==> src/logic/bio_pkg.sv <==
// Constants, reset values and state codes shared by the I/O port design
package bio_pkg;

	// ----------------------------------------------------------------
	// Port widths
	// ----------------------------------------------------------------
	localparam int FIRST_WIDTH  = 8;
	localparam int SECOND_WIDTH = 3;
	localparam int BUS_WIDTH    = 8;

	// ----------------------------------------------------------------
	// Data-memory addresses
	// ----------------------------------------------------------------
	localparam logic [7:0] ADDR_FIRST_DATA  = 8'h12;
	localparam logic [7:0] ADDR_FIRST_DIR   = 8'h13;
	localparam logic [7:0] ADDR_SECOND_DATA = 8'h14;
	localparam logic [7:0] ADDR_SECOND_DIR  = 8'h15;

	// ----------------------------------------------------------------
	// Values after reset
	// ----------------------------------------------------------------
	localparam logic [7:0] RST_FIRST_DATA  = 8'hFF;
	localparam logic [7:0] RST_FIRST_DIR   = 8'hFF;
	localparam logic [2:0] RST_SECOND_DATA = 3'h7;
	localparam logic [2:0] RST_SECOND_DIR  = 3'h7;
	localparam logic [7:0] RST_READ_DATA   = 8'h00;

	// ----------------------------------------------------------------
	// Wake-up timing
	// ----------------------------------------------------------------
	localparam int WAKE_DELAY_TSYS  = 1024;
	localparam int REF_PER_TSYS     = 1;
	localparam int WAKE_DELAY_CYC   = WAKE_DELAY_TSYS * REF_PER_TSYS;

	// ----------------------------------------------------------------
	// Halt and wake sequencing
	// ----------------------------------------------------------------
	typedef enum logic [1:0] {
		BIO_RUN   = 2'b00,
		BIO_WATCH = 2'b01,
		BIO_WAIT  = 2'b10
	} bio_wake_t;

endpackage

==> src/logic/bio_wake_timer.sv <==
// Start-up delay counter used after a wake-up from halt
`timescale 1ns/1ns
module bio_wake_timer
	import bio_pkg::*;
#(
	parameter int DELAY_CYC = WAKE_DELAY_CYC
) (
	input  wire logic ref_clk,
	input  wire logic nrst,
	input  wire logic start,
	output logic      busy,
	output logic      done
);

	localparam int CW = (DELAY_CYC > 1) ? $clog2(DELAY_CYC) : 1;

	// ----------------------------------------------------------------
	// Parameter check
	// ----------------------------------------------------------------
	generate
		if (DELAY_CYC < 1) begin : gBadDelay
			$error("bio_wake_timer: DELAY_CYC must be at least one");
		end
	endgenerate

	logic [CW-1:0] count_r;
	logic          busy_r;
	logic          done_r;
	wire  logic    lastCycle = busy_r && (count_r == '0);

	// ----------------------------------------------------------------
	// Counter
	// ----------------------------------------------------------------
	always_ff @(posedge ref_clk or negedge nrst) begin
		if (!nrst) begin
			count_r <= '0;
			busy_r  <= 1'b0;
			done_r  <= 1'b0;
		end else begin
			done_r <= lastCycle;
			if (start && !busy_r) begin
				count_r <= CW'(DELAY_CYC - 1);
				busy_r  <= 1'b1;
			end else if (lastCycle) begin
				busy_r <= 1'b0;
			end else if (busy_r) begin
				count_r <= count_r - CW'(1);
			end
		end
	end

	assign busy = busy_r;
	assign done = done_r;

endmodule // bio_wake_timer

==> src/logic/bio_ports.sv <==
// Two memory-mapped bidirectional I/O ports with halt wake-up
//
// Behaviour
// - Eleven bidirectional lines: eight-line first port, three-line second port.
// - First port latch decoded at 12H, second port latch at 14H.
// - Direction registers decoded at 13H and 15H.
// - Read data is registered and held; pads sampled on the clock edge with the read strobe high.
// - Output latch holds its value until software writes it again.
// - Per-line direction bit; 1 makes input, 0 enables push-pull driver.
// - Read returns pad when direction is 1, latch when 0.
// - Output lines always driven high and low; no open drain.
// - After reset every line is an input.
// - Bit set, clear, complement read whole port then write back.
// - Upper five second-port bits read zero, writes ignored.
// - Each first-port line can wake from halt, enabled per line.
// - Pull-high resistors are a build option; absent means floating input.
// - After a wake event wait 1024 system clocks before resuming.
// - Port wake resumes at the next instruction, no reset.
`timescale 1ns/1ns
module bio_ports
	import bio_pkg::*;
#(
	parameter logic [FIRST_WIDTH-1:0] WAKE_ENABLE   = 8'hFF,
	parameter logic                   PULL_HIGH_OPT = 1'b1,
	parameter int                     WAKE_DELAY    = WAKE_DELAY_CYC
) (
	input  wire logic                    ref_clk,
	input  wire logic                    nrst,
	input  wire logic [7:0]              memAddr,
	input  wire logic                    memWrEn,
	input  wire logic [BUS_WIDTH-1:0]    memWrData,
	input  wire logic                    memRdEn,
	output logic      [BUS_WIDTH-1:0]    memRdData,
	input  wire logic [FIRST_WIDTH-1:0]  firstPortPadIn,
	output logic      [FIRST_WIDTH-1:0]  firstPortPadOut,
	output logic      [FIRST_WIDTH-1:0]  firstPortPadOe,
	output logic      [FIRST_WIDTH-1:0]  firstPortPullEn,
	input  wire logic [SECOND_WIDTH-1:0] secondPortPadIn,
	output logic      [SECOND_WIDTH-1:0] secondPortPadOut,
	output logic      [SECOND_WIDTH-1:0] secondPortPadOe,
	output logic      [SECOND_WIDTH-1:0] secondPortPullEn,
	input  wire logic                    cpuHalted,
	output logic                         wakeRequest,
	output logic                         resumePulse
);

	// ----------------------------------------------------------------
	// Parameter check
	// ----------------------------------------------------------------
	generate
		if (WAKE_DELAY < 1) begin : gBadWake
			$error("bio_ports: WAKE_DELAY must be at least one");
		end
		if (FIRST_WIDTH + SECOND_WIDTH != 11) begin : gBadWidth
			$error("bio_ports: port widths must total eleven lines");
		end
	endgenerate

	// ----------------------------------------------------------------
	// Registers
	// ----------------------------------------------------------------
	logic [FIRST_WIDTH-1:0]  firstData_r;
	logic [FIRST_WIDTH-1:0]  firstDir_r;
	logic [SECOND_WIDTH-1:0] secondData_r;
	logic [SECOND_WIDTH-1:0] secondDir_r;
	logic [FIRST_WIDTH-1:0]  firstOe_r;
	logic [SECOND_WIDTH-1:0] secondOe_r;
	logic [FIRST_WIDTH-1:0]  firstPull_r;
	logic [SECOND_WIDTH-1:0] secondPull_r;
	logic [BUS_WIDTH-1:0]    rdData_r;
	logic [FIRST_WIDTH-1:0]  padPrev_r;
	logic                    wakeReq_r;
	bio_wake_t               wakeState_r;
	bio_wake_t               wakeState_nxt;

	// ----------------------------------------------------------------
	// Address decode
	// ----------------------------------------------------------------
	// Data latch and direction register decode
	wire logic selFirstData  = (memAddr == ADDR_FIRST_DATA);
	wire logic selSecondData = (memAddr == ADDR_SECOND_DATA);
	wire logic selFirstDir   = (memAddr == ADDR_FIRST_DIR);
	wire logic selSecondDir  = (memAddr == ADDR_SECOND_DIR);

	wire logic wrFirstData   = memWrEn && selFirstData;
	wire logic wrFirstDir    = memWrEn && selFirstDir;
	wire logic wrSecondData  = memWrEn && selSecondData;
	wire logic wrSecondDir   = memWrEn && selSecondDir;

	// ----------------------------------------------------------------
	// Next register values
	// ----------------------------------------------------------------
	// Latch holds until rewritten
	wire logic [FIRST_WIDTH-1:0] firstData_nxt =
		wrFirstData ? memWrData[FIRST_WIDTH-1:0] : firstData_r;
	wire logic [SECOND_WIDTH-1:0] secondData_nxt =
		wrSecondData ? memWrData[SECOND_WIDTH-1:0] : secondData_r;
	wire logic [FIRST_WIDTH-1:0] firstDir_nxt =
		wrFirstDir ? memWrData[FIRST_WIDTH-1:0] : firstDir_r;
	wire logic [SECOND_WIDTH-1:0] secondDir_nxt =
		wrSecondDir ? memWrData[SECOND_WIDTH-1:0] : secondDir_r;

	// ----------------------------------------------------------------
	// Read source per line
	// ----------------------------------------------------------------
	logic [FIRST_WIDTH-1:0]  firstRead;
	logic [SECOND_WIDTH-1:0] secondRead;

	genvar gi;
	generate
		for (gi = 0; gi < FIRST_WIDTH; gi++) begin : gFirstRd
			assign firstRead[gi] = firstDir_r[gi] ? firstPortPadIn[gi] : firstData_r[gi];
		end
		for (gi = 0; gi < SECOND_WIDTH; gi++) begin : gSecondRd
			assign secondRead[gi] = secondDir_r[gi] ? secondPortPadIn[gi] : secondData_r[gi];
		end
	endgenerate

	localparam int SECOND_PAD = BUS_WIDTH - SECOND_WIDTH;
	wire logic [BUS_WIDTH-1:0] secondReadWord = {{SECOND_PAD{1'b0}}, secondRead};
	wire logic [BUS_WIDTH-1:0] secondDirWord  = {{SECOND_PAD{1'b0}}, secondDir_r};

	wire logic [BUS_WIDTH-1:0] readMux =
		selFirstData  ? firstRead      :
		selFirstDir   ? firstDir_r     :
		selSecondData ? secondReadWord :
		selSecondDir  ? secondDirWord  :
		RST_READ_DATA;

	// ----------------------------------------------------------------
	// Port registers
	// ----------------------------------------------------------------
	always_ff @(posedge ref_clk or negedge nrst) begin
		if (!nrst) begin
			firstData_r  <= RST_FIRST_DATA;
			secondData_r <= RST_SECOND_DATA;
		end else begin
			firstData_r  <= firstData_nxt;
			secondData_r <= secondData_nxt;
		end
	end

	always_ff @(posedge ref_clk or negedge nrst) begin
		if (!nrst) begin
			firstDir_r  <= RST_FIRST_DIR;
			secondDir_r <= RST_SECOND_DIR;
		end else begin
			firstDir_r  <= firstDir_nxt;
			secondDir_r <= secondDir_nxt;
		end
	end

	// ----------------------------------------------------------------
	// Pad drivers
	// ----------------------------------------------------------------
	always_ff @(posedge ref_clk or negedge nrst) begin
		if (!nrst) begin
			firstOe_r  <= ~RST_FIRST_DIR;
			secondOe_r <= ~RST_SECOND_DIR;
		end else begin
			firstOe_r  <= ~firstDir_nxt;
			secondOe_r <= ~secondDir_nxt;
		end
	end

	always_ff @(posedge ref_clk or negedge nrst) begin
		if (!nrst) begin
			firstPull_r  <= {FIRST_WIDTH{PULL_HIGH_OPT}} & RST_FIRST_DIR;
			secondPull_r <= {SECOND_WIDTH{PULL_HIGH_OPT}} & RST_SECOND_DIR;
		end else begin
			firstPull_r  <= {FIRST_WIDTH{PULL_HIGH_OPT}} & firstDir_nxt;
			secondPull_r <= {SECOND_WIDTH{PULL_HIGH_OPT}} & secondDir_nxt;
		end
	end

	// ----------------------------------------------------------------
	// Read data
	// ----------------------------------------------------------------
	always_ff @(posedge ref_clk or negedge nrst) begin
		if (!nrst) begin
			rdData_r <= RST_READ_DATA;
		end else if (memRdEn) begin
			rdData_r <= readMux;
		end
	end

	// ----------------------------------------------------------------
	// Wake edge detect
	// ----------------------------------------------------------------
	always_ff @(posedge ref_clk or negedge nrst) begin
		if (!nrst) begin
			padPrev_r <= RST_FIRST_DATA;
		end else begin
			padPrev_r <= firstPortPadIn;
		end
	end

	logic [FIRST_WIDTH-1:0] lineFall;
	generate
		for (gi = 0; gi < FIRST_WIDTH; gi++) begin : gWake
			assign lineFall[gi] = WAKE_ENABLE[gi] && firstDir_r[gi]
				&& padPrev_r[gi] && !firstPortPadIn[gi];
		end
	endgenerate

	wire logic wakeEvent = cpuHalted && (|lineFall);

	// ----------------------------------------------------------------
	// Halt and wake sequencing
	// ----------------------------------------------------------------
	logic timerBusy;
	logic timerDone;
	wire  logic timerStart = (wakeState_r == BIO_WATCH) && wakeEvent && !timerBusy;

	always_comb begin
		wakeState_nxt = wakeState_r;
		unique case (wakeState_r)
			BIO_RUN: begin
				if (cpuHalted) begin
					wakeState_nxt = BIO_WATCH;
				end
			end
			BIO_WATCH: begin
				if (wakeEvent) begin
					wakeState_nxt = BIO_WAIT;
				end else if (!cpuHalted) begin
					wakeState_nxt = BIO_RUN;
				end
			end
			BIO_WAIT: begin
				if (timerDone) begin
					wakeState_nxt = BIO_RUN;
				end
			end
			default: begin
				wakeState_nxt = BIO_RUN;
			end
		endcase
	end

	always_ff @(posedge ref_clk or negedge nrst) begin
		if (!nrst) begin
			wakeState_r <= BIO_RUN;
		end else begin
			wakeState_r <= wakeState_nxt;
		end
	end

	always_ff @(posedge ref_clk or negedge nrst) begin
		if (!nrst) begin
			wakeReq_r <= 1'b0;
		end else if (timerStart) begin
			wakeReq_r <= 1'b1;
		end else if (wakeState_r == BIO_WAIT && timerDone) begin
			wakeReq_r <= 1'b0;
		end
	end

	bio_wake_timer #(
		.DELAY_CYC (WAKE_DELAY)
	) uWakeTimer (
		.ref_clk (ref_clk),
		.nrst    (nrst),
		.start   (timerStart),
		.busy    (timerBusy),
		.done    (timerDone)
	);

	// ----------------------------------------------------------------
	// Outputs
	// ----------------------------------------------------------------
	// Eleven lines driven
	assign firstPortPadOut  = firstData_r;
	assign firstPortPadOe   = firstOe_r;
	assign firstPortPullEn  = firstPull_r;
	assign secondPortPadOut = secondData_r;
	assign secondPortPadOe  = secondOe_r;
	assign secondPortPullEn = secondPull_r;
	assign memRdData        = rdData_r;
	assign wakeRequest      = wakeReq_r;
	assign resumePulse      = timerDone;

endmodule // bio_ports

==> config.mk <==
export PLATFORM = sky130hd
export DESIGN_NAME = bio_ports
export DESIGN_NICKNAME = d
export VERILOG_FILES = /design/src/logic/bio_pkg.sv /design/src/logic/bio_wake_timer.sv /design/src/logic/bio_ports.sv
export SDC_FILE = /design/constraint.sdc
export NUM_CORES = 1
export LEC_CHECK = 0
export BUFFER_PORTS_ARGS = -buffer_cell sky130_fd_sc_hd__buf_4
export CORE_MARGIN = 2
export CORE_UTILIZATION = 59
export CTS_BUF_LIST = sky130_fd_sc_hd__clkbuf_8
export DETAILED_ROUTE_END_ITERATION = 16
export GPL_TIMING_DRIVEN = 0
export PLACE_DENSITY = 0.89
export SLEW_MARGIN = 20
export SYNTH_ARGS = -nofsm -noshare
export SYNTH_HDL_FRONTEND = slang
export SYNTH_HIERARCHICAL = 1
export SYNTH_SLANG_ARGS = --single-unit
==> constraint.sdc <==
create_clock -name ref_clk -period 3.09 [get_ports ref_clk]
set_clock_uncertainty 0.2 [all_clocks]
set_input_delay 0.4635 -clock ref_clk [delete_from_list [all_inputs] [get_ports ref_clk]]
set_output_delay 0.4635 -clock ref_clk [all_outputs]
set_load 0.01 [all_outputs]
==> qor.csv, run 1 <==
stage,metric,value,unit
timing,worst max-slew margin expressed relative to the limit,48.1,%
clock_network,clock sink total,64,
yosys,combinational family with the most area after synthesis,simple AND/OR/NAND/NOR gates,
clock_network,cts-stage hold buffer count,0,
floorplan,die area,5440,um^2
floorplan,horizontal die dimension,73.8,um
global_route,via count of the first global-routing pass,2225,
yosys,share of the yosys chip area belonging to registers,57.1,%
critical_path,"Max stage delay cell, worst path",sky130_fd_sc_hd__dfstp_2,
finish,# nets final,354,
timing,number of setup violations in the final report,0,
outcome,run status,"complete, no violations",
timing,setup_tns,0,ps
timing,top achievable clock speed,430,MHz
global_route,total gr overflow,0,
global_route,pin count of the biggest net entering global routing,65,
critical_path,Critical Path Fanout Max,6,
yosys,yosys warns,6,
min_path,class of the worst hold path,in -> async,
finish,final antenna diode count,0,
clock_network,root buf cell,sky130_fd_sc_hd__clkbuf_8,
timing,slew at the pin with the worst max-slew slack,778,ps
place,Cells after DPL,377,
clock_network,clock tree from TritonCTS,built,
yosys,share of flip-flops with an asynchronous set or reset after synthesis,100,%
critical_path,crit path buf inv count,0,
place,number of buffer cells added on primary ports,73,
power_and_ir_drop,leakage dissipation,1.59,nW
finish,post-synthesis to final-layout area growth,30.2,%
clock_network,number of CTS-inserted buffers,9,
routing,detail-routed net length per standard cell,17.3,um
global_route,global-route wire length before repair,10.6,mm
place,HPWL Detailed,4.81,mm
timing,Final Hold Fails,0,
yosys,syn nets,270,
routing,DRC violation total after the first TritonRoute iteration,203,
global_route,aggregate global-route resource usage,26.3,%
global_route,initial antenna violation count,0,
routing,drt total wl,6.79,mm
timing,number of slew-limit violations in the final report,0,
yosys,number of enable flip-flop cells after synthesis,0,
critical_path,kind of end point of the critical path,flip-flop,
yosys,library cells used by synthesis,44,
yosys,area fraction in compound gates after synthesis,10.9,%
clock_network,number of post-CTS setup repair buffers,0,
clock_network,Worst-path clk slew,70,ps
floorplan,total core area,4720,um^2
timing,final worst path period share,75.3,%
finish,multi-input combinational cell area,1130,um^2
critical_path,largest delay contributor family on the critical path,simple AND/OR/NAND/NOR gates,
clock_network,post-CTS resize count,0,
routing,count of vias placed by the detailed router,2263,
yosys,synthesized-area fraction occupied by and/or/nand/nor cells,14.0,%
finish,FILL cells,293,
yosys,area share of fa/ha/maj cells after synthesis,0.436,%
yosys,instance count of the mapped netlist,237,
floorplan,Std-Cell Rows,25,
yosys,Post-Synthesis Mean Instance Area,12.1,um^2
critical_path,"Cell Chain, Critical Path","nand2_1, o22ai_1, o31ai_1, nor3_1, nor2b_1, o32ai_1, o21ai_0",
power_and_ir_drop,total power divided by cell area,575,nW/um^2
routing,DRC violation count after routing,0,
clock_network,Worst-Skew Late Latency,330,ps
critical_path,data required time at the worst endpoint,3140,ps
critical_path,startpoint-to-endpoint class of the critical path,reg -> reg,
clock_network,Max Buffers Root-to-Sink,2,
clock_network,H-Tree Depth,3,
run,max-capacitance violation count,0,
finish,Seq. cell area,1640,um^2
critical_path,Register-to-Register Path Depth,7,
critical_path,CP Launch Type,flip-flop,
floorplan,Die Span Y,73.8,um
power_and_ir_drop,Worst VDD drop,0.000521,V
floorplan,I/O pin cnt,75,
timing,min Tclk post-route,2330,ps
routing,remaining antenna violation count after routing,0,
finish,number of cells in the finished layout apart from fillers,393,
finish,"commonest non-fill, non-tap cells in the layout","sky130_fd_sc_hd__buf_4 (73), sky130_fd_sc_hd__dfrtp_1 (34), sky130_fd_sc_hd__dfstp_2 (30), sky130_fd_sc_hd__mux2_2 (20), sky130_fd_sc_hd__inv_1 (18)",
timing,setup repair after global routing missed its margin,no,
yosys,proportion of synthesized area in mux cells,14.0,%
timing,Worst Hold Margin,1.72,ps
yosys,ys flop type,sky130_fd_sc_hd__dfrtp_1,
routing,iteration count of the initial detailed-routing pass,4,
yosys,xor-xnor portion of the synthesized cell area,0,%
finish,proportion of layout cells with a drive suffix above 1,45.1,%
yosys,area of the mapped netlist,2870,um^2
critical_path,arrival time at the worst endpoint,2380,ps
yosys,"FF+latch count, synth",64,
critical_path,max incr delay on CP,590,ps
critical_path,Levels on crit path,7,
finish,"most common cell after layout, fill and taps aside",sky130_fd_sc_hd__buf_4,
place,final RePlAce weighted congestion,0.790,
floorplan,effective utilization at floorplan,60.8,%
routing,Avg Vias per Cell,5.76,
==> per-layer routing <==
layer	share of wire (%)	wire length (um)	up-vias	GRT usage, %
met1	44	2960	1140	35.0
met4	1.2	83	0	10.3
li1	-	-	1039	-
met3	4.0	272	10	6.04
met5	0	0	-	0
met2	51	3470	74	42.0
==> cell usage after synthesis, drive strengths merged, types with 5 or more instances <==
master	count	area [um^2]
o32ai	5	43.8
o21ai	9	45.0
o22ai	6	37.5
mux2i	15	150
nor3	6	30.0
nand2b	5	31.3
nand3b	6	45.0
nor2b	9	56.3
dfrtp	34	851
dfstp	30	788
nand3	5	25.0
nor2	11	48.8
o31a	5	43.8
inv	17	63.8
nand2	11	41.3
mux2	22	251
==> power by group <==
part	switching, mW	leakage (nW)	internal (mW)
sequential	0.0851	0.687	0.929
clock	0.323	0.120	0.530
combinational	0.145	0.780	0.137
total	0.553	1.59	1.60
==> cells by family after synthesis <==
logic type      after synthesis
compound gates               45
fa+ha+maj                     1
mux                          37
simple gates                 67
buf+inv                      23
flops                        64
==> cell type report <==
cell class | count | share of cell area [%]
Inverter | 17 | 1.71
Clock inverter | 7 | 2.98
Clock buffer | 9 | 3.31
Sequential cell | 64 | 43.8
Multi-Input combinational cell | 150 | 30.2
Buffer | 6 | 1.10
Timing Repair Buffer | 73 | 14.7
Tap cell | 67 | 2.24
==> state kept, by name, indices dropped and copies added, names as in the netlist <==
name                cells
firstPortPadOe          8
wakeState_r             2
secondPortPadOe         3
uWakeTimer/count_r     10
uWakeTimer/busy         1
secondPortPullEn        3
firstPortPullEn         8
firstPortPadOut         8
memRdData               8
uWakeTimer/done         1
wakeRequest             1
padPrev_r               8
secondPortPadOut        3
==> metrics by stage <==
step	area (um^2)	setup WS, ps	power [mW]	utilization, %
after detailed placement	3500	494	1.31	74.2
after global placement	3500	525	1.28	74.2
after floorplan	2870	797	1.16	-
after global routing	3740	628	2.23	79.2
final	3740	763	2.15	79.2
after CTS	3740	800	2.15	79.2
==> path summary, 6_finish.rpt <==
check / slack (ps) / endpoint / startpoint
worst max register to register: 760 / uWakeTimer/count_r[4] / firstPortPullEn[7]
min in group ref_clk: 40 / padPrev_r[3] / firstPortPadIn[3]
max in group asynchronous: 2170 / secondPortPadOe[2] / nrst
worst max-delay path: 760 / uWakeTimer/count_r[4] / firstPortPullEn[7]
worst min register to register: 310 / wakeState_r[1] / uWakeTimer/done
worst min-delay path: 2 / firstPortPadOe[3] / nrst
No activity file was read; power rests on OpenSTA's default activity.
==> run 2: changes to the inputs <==
--- a/config.mk
+++ b/config.mk
@@ -7,11 +7,11 @@
 export LEC_CHECK = 0
 export BUFFER_PORTS_ARGS = -buffer_cell sky130_fd_sc_hd__buf_4
 export CORE_MARGIN = 2
-export CORE_UTILIZATION = 59
+export CORE_UTILIZATION = 54
 export CTS_BUF_LIST = sky130_fd_sc_hd__clkbuf_8
 export DETAILED_ROUTE_END_ITERATION = 16
 export GPL_TIMING_DRIVEN = 0
-export PLACE_DENSITY = 0.89
+export PLACE_DENSITY = 0.82
 export SLEW_MARGIN = 20
 export SYNTH_ARGS = -nofsm -noshare
 export SYNTH_HDL_FRONTEND = slang
==> constraint.sdc (replaced) <==
create_clock -name ref_clk -period 2.2 [get_ports ref_clk]
set_clock_uncertainty 0.2 [all_clocks]
set_input_delay 0.33 -clock ref_clk [delete_from_list [all_inputs] [get_ports ref_clk]]
set_output_delay 0.33 -clock ref_clk [all_outputs]
set_load 0.01 [all_outputs]
==> run 2 against run 1 <==
Net effect:
- worst hold slack improved by 20 ps
- sequential power increased by 42%
- cell count increased by 4.3%
- register-to-register slack worse by 610 ps
- core utilization decreased by 3.2 points
- routed wire length fell by 1.8%
- first-iteration DRC count is 29% lower
- worst setup slack worse by 700 ps
- die area rose by 8.7%
- combinational power grew 48%
- total power is 36% higher
- critical path type is now in -> reg
==> qor.csv, run 2 (synthesized netlist as in run 1, its figures left out) <==
stage,metric,value,unit,change
outcome,run status,"complete, no violations",,
critical_path,max incr delay on CP,530,ps,-60 ps
global_route,met2 track demand over resource,38.2,%,-3.8 points
global_route,gr busiest metal,met2,,
global_route,initial antenna violation count,0,,unchanged
global_route,met1 GRT Util,31.6,%,-3.4 points
critical_path,"Max stage delay cell, worst path",sky130_fd_sc_hd__or4b_4,,
routing,count of vias placed by the detailed router,2251,,-0.53%
timing,final worst path period share,97.1,%,
global_route,aggregate global-route resource usage,23.6,%,-2.7 points
finish,"Most flops, register",uWakeTimer/count_r,,
finish,final antenna diode count,0,,unchanged
power_and_ir_drop,leakage dissipation,1.64,nW,+3.6%
clock_network,number of CTS-inserted buffers,9,,unchanged
power_and_ir_drop,Net Switching,0.749,mW,+35%
clock_network,clock sink total,64,,unchanged
clock_network,H-Tree Depth,3,,unchanged
finish,final cell area excluding filler cells,3880,um^2,+3.8%
place,number of buffer cells added on primary ports,73,,unchanged
clock_network,number of post-CTS setup repair buffers,0,,unchanged
timing,setup repair after global routing missed its margin,yes,,
finish,"commonest non-fill, non-tap cells in the layout","sky130_fd_sc_hd__buf_4 (73), sky130_fd_sc_hd__dfrtp_1 (34), sky130_fd_sc_hd__dfstp_2 (30), sky130_fd_sc_hd__mux2_2 (20), sky130_fd_sc_hd__inv_1 (20)",,
timing,Worst Hold Margin,21.7,ps,+20.0 ps
global_route,total gr overflow,0,,unchanged
timing,number of setup violations in the final report,0,,unchanged
power_and_ir_drop,sw frac,25.6,%,-0.11 points
timing,slew at the pin with the worst max-slew slack,779,ps,+0.804 ps
finish,post-synthesis to final-layout area growth,35.1,%,
clock_network,Worst-path clk slew,70,ps,about the same
routing,drt total wl,6.66,mm,-1.8%
finish,"flip-flop count of the largest register, all copies and words added",10,,unchanged
floorplan,Std-Cell Rows,26,,+4.0%
clock_network,root buf cell,sky130_fd_sc_hd__clkbuf_8,,
timing,Final Hold Fails,0,,unchanged
place,post-placement cell area,3510,um^2,+0.11%
critical_path,CP Launch Type,input pin,,
power_and_ir_drop,Clk network pwr share,36.7,%,-3.0 points
power_and_ir_drop,Tot Pwr,2.92,mW,+36%
finish,multi-input combinational cell area,1150,um^2,+1.8%
routing,detail-routed net length per standard cell,16.3,um,-5.9%
timing,setup slack of the critical path after layout,64.6,ps,-698 ps
routing,iteration count of the initial detailed-routing pass,4,,unchanged
place,Placement Setup Slack,-275,ps,-769 ps
routing,DRC violation total after the first TritonRoute iteration,145,,-29%
clock_network,Max Buffers Root-to-Sink,2,,unchanged
timing,number of slew-limit violations in the final report,0,,unchanged
power_and_ir_drop,total power divided by cell area,752,nW/um^2,+31%
timing,min Tclk post-route,2140,ps,
global_route,pin count of the biggest net entering global routing,65,,unchanged
routing,remaining antenna violation count after routing,0,,unchanged
global_route,via count of the first global-routing pass,2185,,-1.8%
floorplan,horizontal die dimension,76.9,um,+4.3%
power_and_ir_drop,share of total power in sequential cells,48.9,%,+1.7 points
finish,# nets final,368,,+4.0%
clock_network,clock tree from TritonCTS,built,,
finish,Post-Route Utilization,76.0,%,-3.2 points
timing,worst max-slew margin expressed relative to the limit,48.1,%,-0.054 points
routing,Avg Vias per Cell,5.49,,-4.7%
routing,DRC violation count after routing,0,,unchanged
place,final RePlAce weighted congestion,0.762,,-3.5%
critical_path,startpoint-to-endpoint class of the critical path,in -> reg,,
power_and_ir_drop,combinational power share,14.3,%,+1.2 points
critical_path,"Cell Chain, Critical Path","buf_4, or4b_4, nor3b_2, and3_1, buf_6, buf_8, mux2_1",,
floorplan,Die Span Y,76.9,um,+4.3%
floorplan,I/O pin cnt,75,,unchanged
place,HPWL Detailed,4.54,mm,-5.6%
floorplan,total core area,5110,um^2,+8.1%
clock_network,Worst-Skew Late Latency,330,ps,about the same
critical_path,data required time at the worst endpoint,2240,ps,-900 ps
floorplan,die area,5920,um^2,+8.7%
timing,top achievable clock speed,468,MHz,
finish,"most common cell after layout, fill and taps aside",sky130_fd_sc_hd__buf_4,,
finish,Seq. cell area,1640,um^2,unchanged
finish,proportion of layout cells with a drive suffix above 1,43.8,%,-1.3 points
floorplan,effective utilization at floorplan,56.2,%,-4.6 points
power_and_ir_drop,Internal,2.17,mW,+36%
finish,FILL cells,346,,+18%
run,max-capacitance violation count,0,,unchanged
critical_path,Critical Path Fanout Max,10,,+4
min_path,class of the worst hold path,in -> reg,,
global_route,global-route wire length before repair,10.8,mm,+1.2%
power_and_ir_drop,Worst VDD drop,0.000496,V,-4.9%
critical_path,arrival time at the worst endpoint,2180,ps,-200 ps
global_route,Global Route met3 Usage,4.71,%,-1.3 points
critical_path,kind of end point of the critical path,flip-flop,,
-- run 2: routing by layer --
| metal | share of wire (%) | routed length, um | vias to the layer above |
|---|---|---|---|
| li1 | - | - | 1065 |
| met1 | 44 | 2920 | 1100 |
| met2 | 50 | 3330 | 78 |
| met3 | 5.3 | 354 | 8 |
| met4 | 0.89 | 59 | 0 |
| met5 | 0 | 0 | - |
-- run 2: per-stage QoR --
stage               cells  TNS (ps)
floorplan             237         0
global placement      380     -1920
detailed placement    380     -2740
CTS                   410         0
global route          410     -40.0
finish                410         0
-- run 2: power groups by stage --
stage               clock [mW]  combinational (mW)  sequential, mW
floorplan                    0               0.210            1.43
global placement             0               0.377            1.43
detailed placement           0               0.392            1.44
CTS                       1.10               0.413            1.42
global route              1.16               0.467            1.45
finish                    1.07               0.418            1.43
-- run 2: final cells by class --
class                           instances  share of cell area, %
Clock buffer                           10                   3.54
Tap cell                               70                   2.26
Sequential cell                        64                   42.2
Multi-Input combinational cell        150                   29.6
Timing Repair Buffer                   87                   17.7
Clock inverter                          6                   1.97
Inverter                               17                   1.64
Buffer                                  6                   1.06
-- run 2: what timing repair did --
action | 4_1_cts | 5_1_grt
gates cloned | 0 | 0
resized for setup | 1 | 3
endpoints found under the setup margin | 1 | 9
hold endpoints to repair | 47 | 0
hold buffers | 14 | 0
-- run 2: critical path, delay by kind of cell --
family | cells | cell delay, ps
simple gates | 3 | 1050
buf+inv | 3 | 440
mux | 1 | 350
-- run 2: worst paths after layout --
check / start / depth (start not counted) / slack [ps] / endpoint
worst max-delay path: memAddr[5] / 7 / 60 / firstPortPullEn[0]
min in group asynchronous: nrst / 2 / 430 / firstPortPadOe[5]
max in group asynchronous: nrst / 2 / 860 / memRdData[0]
worst min-delay path: memWrData[0] / 2 / 20 / firstPortPadOe[0]
worst max register to register: uWakeTimer/count_r[0] / 6 / 150 / uWakeTimer/count_r[3]
worst min register to register: uWakeTimer/done / 1 / 290 / wakeState_r[1]
